<file path="config.mk">
export PLATFORM = sky130hd
export DESIGN_NAME = ras_record_window_and_syndrome
export DESIGN_NICKNAME = d
export VERILOG_FILES = /design/src/shared/ras_window_pkg.sv /design/src/ras_record_window_and_syndrome.sv
export SDC_FILE = /design/constraint.sdc
export NUM_CORES = 1
export LEC_CHECK = 0
export BUFFER_PORTS_ARGS = -buffer_cell sky130_fd_sc_hd__buf_2
export CAP_MARGIN = 5
export CELL_PAD_IN_SITES_DETAIL_PLACEMENT = 0
export CELL_PAD_IN_SITES_GLOBAL_PLACEMENT = 2
export CORE_AREA = 2 2 188 190
export DETAILED_ROUTE_END_ITERATION = 8
export DIE_AREA = 0 0 190 192
export PLACE_DENSITY = 0.73
export SLEW_MARGIN = 25
export SYNTH_ARGS = -nofsm -noshare
export SYNTH_HDL_FRONTEND = slang
export SYNTH_SLANG_ARGS = --single-unit
</file>
<file path="constraint.sdc">
create_clock -name CLOCK -period 4.3 [get_ports CLOCK]
set_input_delay 0.43 -clock CLOCK [delete_from_list [all_inputs] [get_ports CLOCK]]
set_output_delay 0.43 -clock CLOCK [all_outputs]
set_load 0.01 [all_outputs]
</file>
<file path="src/shared/ras_window_pkg.sv">
package ras_window_pkg;

  // ==========================================================
  // system-register encodings
  // ==========================================================
  localparam logic [1:0] SYSREG_OP0       = 2'h3;
  localparam logic [2:0] SYSREG_OP1       = 3'h0;
  localparam logic [3:0] SYSREG_CRN       = 4'hF;
  localparam logic [3:0] SYSREG_CRM_INJ   = 4'h2;
  localparam logic [2:0] SYSREG_OP2_FEAT  = 3'h0;
  localparam logic [2:0] SYSREG_OP2_CTL   = 3'h1;
  // own choices for windows with no printed encoding
  localparam logic [3:0] SYSREG_CRM_OWN   = 4'h3;
  localparam logic [2:0] SYSREG_OP2_SEL   = 3'h1;
  localparam logic [2:0] SYSREG_OP2_STAT  = 3'h2;
  localparam logic [2:0] SYSREG_OP2_SYND  = 3'h3;

  // ==========================================================
  // field layouts
  // ==========================================================
  localparam int CHOOSER_BIT       = 0;
  localparam int AUX_ENABLE_BIT    = 5;
  localparam int SYND_CLASS_LSB    = 26;
  localparam int SYND_SIZE_BIT     = 25;
  localparam int SYND_VALID_BIT    = 24;
  localparam int SYND_FIELD_W      = 24;
  localparam int DATA_W            = 32;

  // ==========================================================
  // exception classes and reset values
  // ==========================================================
  localparam logic [5:0]  EC_UNKNOWN     = 6'h00;
  localparam logic [5:0]  EC_INSN_ABORT_L = 6'h20;
  localparam logic [5:0]  EC_INSN_ABORT_S = 6'h21;
  localparam logic [5:0]  EC_PC_ALIGN    = 6'h22;
  localparam logic [5:0]  EC_DATA_ABORT_L = 6'h24;
  localparam logic [5:0]  EC_DATA_ABORT_S = 6'h25;
  localparam logic [5:0]  EC_SP_ALIGN    = 6'h26;
  localparam logic [5:0]  EC_ILLEGAL     = 6'h0E;
  localparam logic [5:0]  EC_SERROR      = 6'h2F;
  localparam logic        CHOOSER_RESET  = 1'h0;
  localparam logic [31:0] SYND_RESET     = 32'h0000_0000;

  // ==========================================================
  // access outcome
  // ==========================================================
  typedef enum logic [1:0] {
    ACC_OK,
    ACC_UNDEF,
    ACC_TRAP_EL2,
    ACC_TRAP_EL3
  } access_outcome_t;

endpackage : ras_window_pkg

</file>
<file path="src/ras_record_window_and_syndrome.sv">
module ras_record_window_and_syndrome (
  // clock and reset
  input  wire logic                              CLOCK,
  input  wire logic                              RST_B,
  // system-register access port
  input  wire logic [1:0]                        SR_OP0,
  input  wire logic [2:0]                        SR_OP1,
  input  wire logic [3:0]                        SR_CRN,
  input  wire logic [3:0]                        SR_CRM,
  input  wire logic [2:0]                        SR_OP2,
  input  wire logic [ras_window_pkg::DATA_W-1:0] SR_WDATA,
  input  wire logic                              SR_WR,
  input  wire logic                              SR_RD,
  output logic      [ras_window_pkg::DATA_W-1:0] SR_RDATA,
  output logic                                   SR_UNDEF,
  output logic                                   SR_TRAP_EL2,
  output logic                                   SR_TRAP_EL3,
  // execution context
  input  wire logic [1:0]                        CUR_EL,
  input  wire logic                              TRUST_WORLD_BIT,
  input  wire logic                              GENERAL_EXCEPTION_TRAP,
  input  wire logic                              HOST_EL2_MODE,
  input  wire logic                              HYP_ERROR_REGISTER_TRAP,
  input  wire logic                              MON_ERROR_REGISTER_TRAP,
  input  wire logic [ras_window_pkg::DATA_W-1:0] AUX_CONTROL_EL2,
  input  wire logic [ras_window_pkg::DATA_W-1:0] AUX_CONTROL_EL3,
  // core log port
  output logic                                   CORE_CTL_WR,
  output logic                                   CORE_CTL_RD,
  output logic                                   CORE_FEAT_RD,
  output logic                                   CORE_STAT_RD,
  input  wire logic [ras_window_pkg::DATA_W-1:0] CORE_CTL_RDATA,
  input  wire logic [ras_window_pkg::DATA_W-1:0] CORE_FEAT_RDATA,
  input  wire logic [ras_window_pkg::DATA_W-1:0] CORE_STAT_RDATA,
  // cluster log port
  output logic                                   CLUSTER_CTL_WR,
  output logic                                   CLUSTER_CTL_RD,
  output logic                                   CLUSTER_FEAT_RD,
  output logic                                   CLUSTER_STAT_RD,
  input  wire logic [ras_window_pkg::DATA_W-1:0] CLUSTER_CTL_RDATA,
  input  wire logic [ras_window_pkg::DATA_W-1:0] CLUSTER_FEAT_RDATA,
  input  wire logic [ras_window_pkg::DATA_W-1:0] CLUSTER_STAT_RDATA,
  // shared write data to the logs
  output logic      [ras_window_pkg::DATA_W-1:0] LOG_WDATA,
  // exception capture
  input  wire logic                              EXC_TAKE_EL1,
  input  wire logic [5:0]                        EXC_CLASS,
  input  wire logic                              EXC_INSN_32,
  input  wire logic                              EXC_SYND_VALID,
  input  wire logic [23:0]                       EXC_SYND,
  input  wire logic [23:0]                       EXC_SERROR_SYND,
  output logic      [ras_window_pkg::DATA_W-1:0] EL1_SYNDROME
);
  import ras_window_pkg::*;

  // ==========================================================
  // decode
  // ==========================================================
  wire logic base_hit  = (SR_OP0 == SYSREG_OP0) && (SR_OP1 == SYSREG_OP1)
                       && (SR_CRN == SYSREG_CRN);
  wire logic hit_ctl   = base_hit && (SR_CRM == SYSREG_CRM_INJ)
                       && (SR_OP2 == SYSREG_OP2_CTL);
  wire logic hit_feat  = base_hit && (SR_CRM == SYSREG_CRM_INJ)
                       && (SR_OP2 == SYSREG_OP2_FEAT);
  wire logic hit_sel   = base_hit && (SR_CRM == SYSREG_CRM_OWN) && (SR_OP2 == SYSREG_OP2_SEL);
  wire logic hit_stat  = base_hit && (SR_CRM == SYSREG_CRM_OWN) && (SR_OP2 == SYSREG_OP2_STAT);
  wire logic hit_synd  = base_hit && (SR_CRM == SYSREG_CRM_OWN) && (SR_OP2 == SYSREG_OP2_SYND);
  wire logic hit_inj   = hit_ctl || hit_feat;
  wire logic any_acc   = SR_WR || SR_RD;

  // ==========================================================
  // permission and trap routing
  // ==========================================================
  wire logic at_el0    = (CUR_EL == 2'h0);
  wire logic at_el1    = (CUR_EL == 2'h1);
  wire logic at_el2    = (CUR_EL == 2'h2);
  // EL2 in secure world and EL1 under a live host trap cannot execute
  wire logic tge_live  = GENERAL_EXCEPTION_TRAP && TRUST_WORLD_BIT;
  wire logic na_level  = (at_el2 && !TRUST_WORLD_BIT) || (at_el1 && tge_live);
  wire logic reach_el1 = AUX_CONTROL_EL2[AUX_ENABLE_BIT] && AUX_CONTROL_EL3[AUX_ENABLE_BIT];
  wire logic reach_el2 = AUX_CONTROL_EL3[AUX_ENABLE_BIT];
  wire logic reachable = (CUR_EL == 2'h3) || (at_el1 && reach_el1)
                       || (at_el2 && reach_el2);
  wire logic feat_wr   = hit_feat && SR_WR;
  wire logic undef_inj = hit_inj && (at_el0 || na_level || !reachable || feat_wr);
  wire logic undef_oth = (hit_sel || hit_stat || hit_synd) && (at_el0 || na_level);
  wire logic unmapped  = !(hit_inj || hit_sel || hit_stat || hit_synd);
  wire logic undef_any = any_acc && (undef_inj || undef_oth || unmapped);
  wire logic trap3     = any_acc && hit_inj && !undef_any && MON_ERROR_REGISTER_TRAP
                       && (at_el1 || at_el2);
  wire logic trap2     = any_acc && hit_inj && !undef_any && !trap3 && at_el1
                       && TRUST_WORLD_BIT && HYP_ERROR_REGISTER_TRAP;
  wire logic granted   = any_acc && !undef_any && !trap2 && !trap3;
  access_outcome_t outcome;
  assign outcome = undef_any ? ACC_UNDEF : trap3 ? ACC_TRAP_EL3 :
                   trap2 ? ACC_TRAP_EL2 : ACC_OK;
  assign SR_UNDEF    = (outcome == ACC_UNDEF);
  assign SR_TRAP_EL3 = (outcome == ACC_TRAP_EL3);
  assign SR_TRAP_EL2 = (outcome == ACC_TRAP_EL2);

  // ==========================================================
  // chooser and forwarding
  // ==========================================================
  logic chooser_reg;
  logic chooser_next;
  assign chooser_next = (granted && SR_WR && hit_sel) ? SR_WDATA[CHOOSER_BIT] : chooser_reg;

  always_ff @(posedge CLOCK or negedge RST_B) begin
    if (!RST_B) begin
      chooser_reg <= CHOOSER_RESET;
    end else begin
      chooser_reg <= chooser_next;
    end
  end

  wire logic fwd_ok = granted && hit_ctl;
  assign CORE_CTL_WR     = fwd_ok && SR_WR && !chooser_reg;
  assign CORE_CTL_RD     = fwd_ok && SR_RD && !chooser_reg;
  assign CLUSTER_CTL_WR  = fwd_ok && SR_WR && chooser_reg;
  assign CLUSTER_CTL_RD  = fwd_ok && SR_RD && chooser_reg;
  assign CORE_FEAT_RD    = granted && hit_feat && SR_RD && !chooser_reg;
  assign CLUSTER_FEAT_RD = granted && hit_feat && SR_RD && chooser_reg;
  assign CORE_STAT_RD    = granted && hit_stat && SR_RD && !chooser_reg;
  assign CLUSTER_STAT_RD = granted && hit_stat && SR_RD && chooser_reg;
  // status writes reach no log; only the control-write strobes take LOG_WDATA to the chosen log
  assign LOG_WDATA       = SR_WDATA;

  // ==========================================================
  // syndrome capture
  // ==========================================================
  // classes that never carry a trapped opcode size, plus data aborts without a valid syndrome
  wire logic size_forced = (EXC_CLASS == EC_SERROR) || (EXC_CLASS == EC_UNKNOWN)
                         || (EXC_CLASS == EC_INSN_ABORT_L) || (EXC_CLASS == EC_INSN_ABORT_S)
                         || (EXC_CLASS == EC_PC_ALIGN) || (EXC_CLASS == EC_SP_ALIGN)
                         || (EXC_CLASS == EC_ILLEGAL)
                         || (((EXC_CLASS == EC_DATA_ABORT_L) || (EXC_CLASS == EC_DATA_ABORT_S))
                             && !EXC_SYND_VALID);
  wire logic        cap_size  = size_forced || EXC_INSN_32;
  wire logic        is_serror = (EXC_CLASS == EC_SERROR);
  wire logic        cap_valid = EXC_SYND_VALID || is_serror;
  wire logic [23:0] cap_field = !cap_valid ? 24'h00_0000 :
                                is_serror ? EXC_SERROR_SYND : EXC_SYND;
  wire logic [31:0] cap_word  = {EXC_CLASS, cap_size, cap_valid, cap_field};
  // software writes keep the invalid-means-zero shape
  wire logic [31:0] sw_word   = {SR_WDATA[31:SYND_VALID_BIT],
                                 SR_WDATA[SYND_VALID_BIT] ? SR_WDATA[23:0] : 24'h00_0000};

  logic [31:0] synd_reg;
  logic [31:0] synd_next;
  // an exception in the same cycle as a software write wins
  assign synd_next = EXC_TAKE_EL1 ? cap_word :
                     (granted && SR_WR && hit_synd) ? sw_word : synd_reg;

  always_ff @(posedge CLOCK or negedge RST_B) begin
    if (!RST_B) begin
      synd_reg <= SYND_RESET;
    end else begin
      synd_reg <= synd_next;
    end
  end
  assign EL1_SYNDROME = synd_reg;

  // ==========================================================
  // read data, one cycle after the strobe
  // ==========================================================
  wire logic [31:0] ctl_sel  = chooser_reg ? CLUSTER_CTL_RDATA : CORE_CTL_RDATA;
  wire logic [31:0] feat_sel = chooser_reg ? CLUSTER_FEAT_RDATA : CORE_FEAT_RDATA;
  wire logic [31:0] stat_sel = chooser_reg ? CLUSTER_STAT_RDATA : CORE_STAT_RDATA;
  wire logic [31:0] rd_mux   = !(granted && SR_RD) ? 32'h0000_0000 :
                               hit_ctl ? ctl_sel : hit_feat ? feat_sel :
                               hit_stat ? stat_sel : hit_synd ? synd_reg :
                               {31'h0000_0000, chooser_reg};

  logic [31:0] rdata_reg;
  always_ff @(posedge CLOCK or negedge RST_B) begin
    if (!RST_B) begin
      rdata_reg <= 32'h0000_0000;
    end else begin
      rdata_reg <= rd_mux;
    end
  end
  assign SR_RDATA = rdata_reg;
endmodule : ras_record_window_and_syndrome

</file>
# Word level (Yosys, flattened, before mapping)
# Index checks and enable logic that the tools add are counted.
dict set report word_totals {
  reg_bits 65
  in_bits 372
  output_inout_bits 107
  elab_cells 129
}
dict set report classes {
  eq_ne 21
  mux 16
  reduce_logical 89
}
# operator count
set ops {}
lappend ops {{$mux W32} 10}
lappend ops {{$mux W24} 3}
lappend ops {{$logic_and A1 B1 Y1} 50}
lappend ops {{$eq A6 B6 Y1 const B} 7}
lappend ops {{$logic_or A1 B1 Y1} 26}
lappend ops {{$eq A2 B2 Y1 const B} 5}
lappend ops {{$eq A4 B2 Y1 const B} 2}
lappend ops {{$logic_not A1 Y1} 8}
lappend ops {{$eq A3 B2 Y1 const B} 2}
lappend ops {{$eq A6 B4 Y1 const B} 1}
lappend ops {{$logic_not A3 Y1} 2}
lappend ops {{$logic_not A6 Y1} 1}
lappend ops {{$mux W2} 3}
lappend ops {{$eq A2 B1 Y1 const B} 2}
lappend ops {{$eq A4 B4 Y1 const B} 1}
lappend ops {{$eq A3 B1 Y1 const B} 1}
lappend ops {{$logic_not A2 Y1} 1}
lappend ops {{$reduce_bool A2 Y1} 1}

# Logic depth before layout (Yosys ltp)
dict set report logic_depth {
  depth_word 28
  ltp_mapped 10
  ltp_nobuf 8
}

# Worst setup path before layout
# Ideal clock, no wire load.
dict set report synth_timing {
  path_type {input -> output}
  from {in CUR_EL[1]}
  to {out CLUSTER_FEAT_RD}
  arrival_ps 2274
  required_time_ps 3870
  path_slack_ps 1596
  cell_stages 10
  path_buffers 2
  path_cell_list {inv_1 -> ha_1 -> and3_1 -> or3_1 -> nor3_1 -> a21o_1 -> nand2b_1 -> buf_4 -> buf_6 -> nor4_1}
}
dict set report synth_via {
  elab_chain_len 26
  word_cells_on_any_way 37
  classes_between {eq/ne: 3; reduce/logical: 34}
}
# item line_no
set synth_rtl {}
lappend synth_rtl {{start: declaration} ras_record_window_and_syndrome.sv:19} ;# input wire logic [1:0] CUR_EL,
lappend synth_rtl {{$eq A2 B1 Y1} ras_record_window_and_syndrome.sv:75} ;# wire logic at_el1 = (CUR_EL == 2'h1);
lappend synth_rtl {{$logic_and A1 B1 Y1} ras_record_window_and_syndrome.sv:82} ;# wire logic reachable = (CUR_EL == 2'h3) || (at_el1 && reach_el1)
lappend synth_rtl {{$logic_or A1 B1 Y1} ras_record_window_and_syndrome.sv:82}
lappend synth_rtl {{$logic_or A1 B1 Y1} ras_record_window_and_syndrome.sv:83} ;# || (at_el2 && reach_el2);
lappend synth_rtl {{$logic_not A1 Y1} ras_record_window_and_syndrome.sv:85} ;# wire logic undef_inj = hit_inj && (at_el0 || na_level || !reachable || feat_wr);
lappend synth_rtl {{$logic_or A1 B1 Y1 (2 in a row)} ras_record_window_and_syndrome.sv:85}
lappend synth_rtl {{$logic_and A1 B1 Y1} ras_record_window_and_syndrome.sv:85}
lappend synth_rtl {{$logic_or A1 B1 Y1 (2 in a row)} ras_record_window_and_syndrome.sv:88} ;# wire logic undef_any = any_acc && (undef_inj || undef_oth || unmapped);
lappend synth_rtl {{[4 not listed]} -}
lappend synth_rtl {{$logic_and A1 B1 Y1} ras_record_window_and_syndrome.sv:90} ;# && (at_el1 || at_el2);
lappend synth_rtl {{$logic_not A1 Y1} {ras_record_window_and_syndrome.sv:91, ras_record_window_and_syndrome.sv:93}}
lappend synth_rtl {{$logic_and A1 B1 Y1 (2 in a row)} ras_record_window_and_syndrome.sv:91} ;# wire logic trap2 = any_acc && hit_inj && !undef_any && !trap3 && at_el1
lappend synth_rtl {{$logic_and A1 B1 Y1 (2 in a row)} ras_record_window_and_syndrome.sv:92} ;# && TRUST_WORLD_BIT && HYP_ERROR_REGISTER_TRAP;
lappend synth_rtl {{$logic_not A1 Y1} ras_record_window_and_syndrome.sv:93} ;# wire logic granted = any_acc && !undef_any && !trap2 && !trap3;
lappend synth_rtl {{$logic_and A1 B1 Y1} ras_record_window_and_syndrome.sv:93}
lappend synth_rtl {{$logic_and A1 B1 Y1 (*)} ras_record_window_and_syndrome.sv:93}
lappend synth_rtl {{$logic_and A1 B1 Y1 (*) (3 in a row)} ras_record_window_and_syndrome.sv:122} ;# assign CLUSTER_FEAT_RD = granted && hit_feat && SR_RD && chooser_reg;
lappend synth_rtl {{end: declaration} ras_record_window_and_syndrome.sv:38} ;# output logic CLUSTER_FEAT_RD,
# Every way passes the cells marked *; elsewhere a longest branch is shown, timed or not.

# Final worst setup path
# Ends and elaborated chain as after synthesis.

==> impl_metrics.py <==
metrics = {
    "critical_path": {
        "crit_chain": "buf_2 -> inv_1 -> ha_1 -> and3_1 -> or3_1 -> nor3_1 -> a21o_1 -> nand2b_2 -> nor4_1 -> buf_2",
        "delay_of_the_slowest_cell_on_the_worst_path_ns": 0.43,
        "critPathArrivalTime_ns": 2.77,
        "setup.worst_path.class": "in2out",
        "worstSetupEndpointType": "output port",
        "timing.reg2reg.setup_slack_ns": 1.78,
        "crit_path_top_delay_cell": "sky130_fd_sc_hd__a21o_1",
        "cp-start-kind": "input port",
        "cp.required_ns": 3.87,
        "worstPathMaxFanout": 11,
        "critPathMostFrequentCell": "sky130_fd_sc_hd__buf_2",
    },
    "yosys": {
        "ys_async_sr_fraction_pct": 100,
        "register_bit_total_from_synthesis": 65,
        "netlist_instances": 614,
        "avgSynthCellArea_um2": 8.73,
        "synthDominantCellAreaShare_pct": 30.4,
        "seq_area_frac_synth_pct": 30.4,
        "mappedNetlistArea_um2": 5360,
        "synth_warnings": 0,
        "synth_nets": 990,
        "synth_edf_count": 0,
        "synthDominantAreaCellType": "sky130_fd_sc_hd__dfrtp_1",
        "synthFlopType": "sky130_fd_sc_hd__dfrtp_1",
        "yosysMostFrequentCell": "sky130_fd_sc_hd__dfrtp_1",
        "synthTopCellsByArea": "sky130_fd_sc_hd__dfrtp_1 30%, sky130_fd_sc_hd__mux2i_1 11%, sky130_fd_sc_hd__buf_4 5.0%",
        "synth.distinct_cells": 50,
        "post_synth_most_frequent_cells": "65 x sky130_fd_sc_hd__dfrtp_1, 61 x sky130_fd_sc_hd__nor2_1, 59 x sky130_fd_sc_hd__mux2i_1",
    },
    "pwr": {
        "max-vdd-ir-drop_uv": 162,
        "total_leakage_power_nw": 4.14,
        "p_per_area_nw_per_um2": 236,
    },
    "place": {
        "globalplace.congestion": 0.776,
        "port_buffers": 415,
        "detailedPlacementHpwl_um": 23100,
    },
    "detailed_routing": {
        "drt-total-wl_um": 28600,
        "drt_iter0_markers": 258,
        "routed_via_density": 4.39,
        "wire_per_inst_um": 20.2,
        "antenna_violating_nets_post_route": 0,
        "drc": 0,
        "firstDrtPassIters": 6,
        "detailroute.via_count": 6233,
    },
    "timing": {
        "max_clock_freq_mhz": 312,
        "layout_worst_path_cycle_share_pct": 74.5,
        "worst_clock_skew_ns": 0.00732,
        "report.final.hold_viol_count": 0,
        "timing.final.max_slew_violations": 0,
        "final.setup.tns_ns": 0,
        "report.final.setup_viol": 0,
        "timing_worst_slew_pin_value_ns": 1.00,
        "slew_headroom_pct": 33.1,
        "grt_setup_unrepaired": "no",
        "holdWs_ns": 0.222,
        "timing.final.crit_period_ns": 3.20,
    },
    "global_route": {
        "grt_max_degree": 66,
        "globalRouteTotalUtil_pct": 14.9,
        "remaining_overflow_grt": 0,
        "antenna_found_initial": 3,
        "grt_pass1_vias": 6126,
        "grt_first_pass_wirelength_um": 39600,
    },
    "floorplan": {
        "initial_utilization_pct": 15.6,
        "placement_rows": 68,
        "design.portCount": 479,
        "die_h_um": 192,
        "die_x_um": 190,
        "die_area_um2": 36500,
        "area_of_the_placeable_core_um2": 34300,
    },
    "clocking": {
        "clock_tree.root_cell": "sky130_fd_sc_hd__clkbuf_16",
        "post_cts_buffers": 0,
        "htree_num_levels": 3,
        "cts_inserted_buffers": 9,
        "tritoncts_clock_tree": "done",
        "holdBufCountCts": 0,
        "cts_resized": 0,
        "cts-root-to-sink-buffers": 2,
        "cts_sinks": 65,
        "worstSkewPairLatency_ns": 0.34,
        "clkTransAtPathRegs_ns": 0.06,
    },
    "final_layout": {
        "ratio_of_cells_with_drive_above_1_in_the_final_layout_pct": 49.6,
        "fin_nets": 1334,
        "syn_to_final_growth_pct": 47.4,
        "final.fill_count": 3843,
    },
    "hold_path": {
        "hold_class": "in2async",
    },
    "outcome": {
        "status": "completed",
    },
    "job": {
        "drv.max_cap_violation_count": 0,
    },
}
==> cells by family after synthesis <==
family / count (synthesis) / share of synthesized area, %
AOI/OAI and AO/OA: 188 / 25.9
and+or+nand+nor: 180 / 17.3
buffers and inverters: 100 / 10.5
muxes: 77 / 15.0
DFF: 65 / 30.4
adders and majority gates: 4 / 0.934
==> cell usage in the layout (no fill, tap or decap), types with 4 or more instances in the layout <==
cell                        netlist  routed
sky130_fd_sc_hd__o21ai_0         30      30
sky130_fd_sc_hd__nor2b_1         22      22
sky130_fd_sc_hd__ha_1             4       4
sky130_fd_sc_hd__clkbuf_16        0       9
sky130_fd_sc_hd__a211oi_1        21      21
sky130_fd_sc_hd__mux2_2          17      17
sky130_fd_sc_hd__nand2_1         29      29
sky130_fd_sc_hd__a21oi_1         23      23
sky130_fd_sc_hd__nor3_1           6       6
sky130_fd_sc_hd__buf_4           36      12
sky130_fd_sc_hd__nand3_1         26      26
sky130_fd_sc_hd__and3_1           6       5
sky130_fd_sc_hd__a221oi_1        21      21
sky130_fd_sc_hd__buf_2           10     414
sky130_fd_sc_hd__nor2_1          61      61
sky130_fd_sc_hd__mux2i_1         59      59
sky130_fd_sc_hd__dfrtp_1         65      64
sky130_fd_sc_hd__a211o_1         17      17
sky130_fd_sc_hd__a31oi_1         31      31
sky130_fd_sc_hd__inv_1            6       6
sky130_fd_sc_hd__a22oi_1          4       4
sky130_fd_sc_hd__nor4_1           5       4
sky130_fd_sc_hd__a221oi_2         8       8
sky130_fd_sc_hd__a22o_1          23      23
==> through the flow <==
step           cells  setup WS (ns)  area [um2]  utilization [%]  power [mW]
2_1_floorplan    614           1.60        5360                -       0.842
3_3_place_gp    1402           1.01        7590             22.1        1.10
3_5_place_dp    1402          0.969        7590             22.1        1.10
4_1_cts         1418           1.16        7900             23.0        1.90
5_1_grt         1418          0.885        7900             23.0        1.97
6_report        1419           1.10        7900             23.0        1.86
==> power breakdown <==
group	switching [mW]	internal, mW
Combinational	0.193	0.202
Clock	0.330	0.455
Sequential	0.0454	0.639
Total	0.569	1.30
==> final cells by class <==
type	count	area (um2)	area share [%]
repair buffers	427	2180	27.6
clock inverters	7	78.8	0.998
well taps	455	569	7.21
multi-input cells	449	3190	40.4
diodes	1	2.50	0.0317
flip-flops and latches	65	1630	20.6
clock buffers	9	225	2.85
inverters	6	22.5	0.285
==> routing by layer <==
metal	track usage, %	routed length [um]	vias to the layer above
met4	2.59	167	6
li1	-	-	2971
met3	2.69	1730	15
met1	20.0	12900	2965
met2	25.2	13800	276
met5	0	28	-
==> path summary, 6_finish.rpt <==
kind | start | endpoint | cells after the start
setup / recovery | CUR_EL[1] | CLUSTER_FEAT_RD | 10
hold / removal | RST_B | SR_RDATA[18] | 1
setup reg to reg | chooser_reg | SR_RDATA[10] | 5
hold reg to reg | EL1_SYNDROME[30] | EL1_SYNDROME[30] | 2
max in group asynchronous | RST_B | chooser_reg | 1
min in group CLOCK | SR_WDATA[14] | EL1_SYNDROME[14] | 2
==> critical path, delay by kind of cell <==
family                     cells  cell delay [ns]
adders and majority gates      1             0.22
AOI/OAI and AO/OA              1             0.43
buffers and inverters          3             0.39
and+or+nand+nor                5             1.30
No activity file was read; power rests on OpenSTA's default activity.
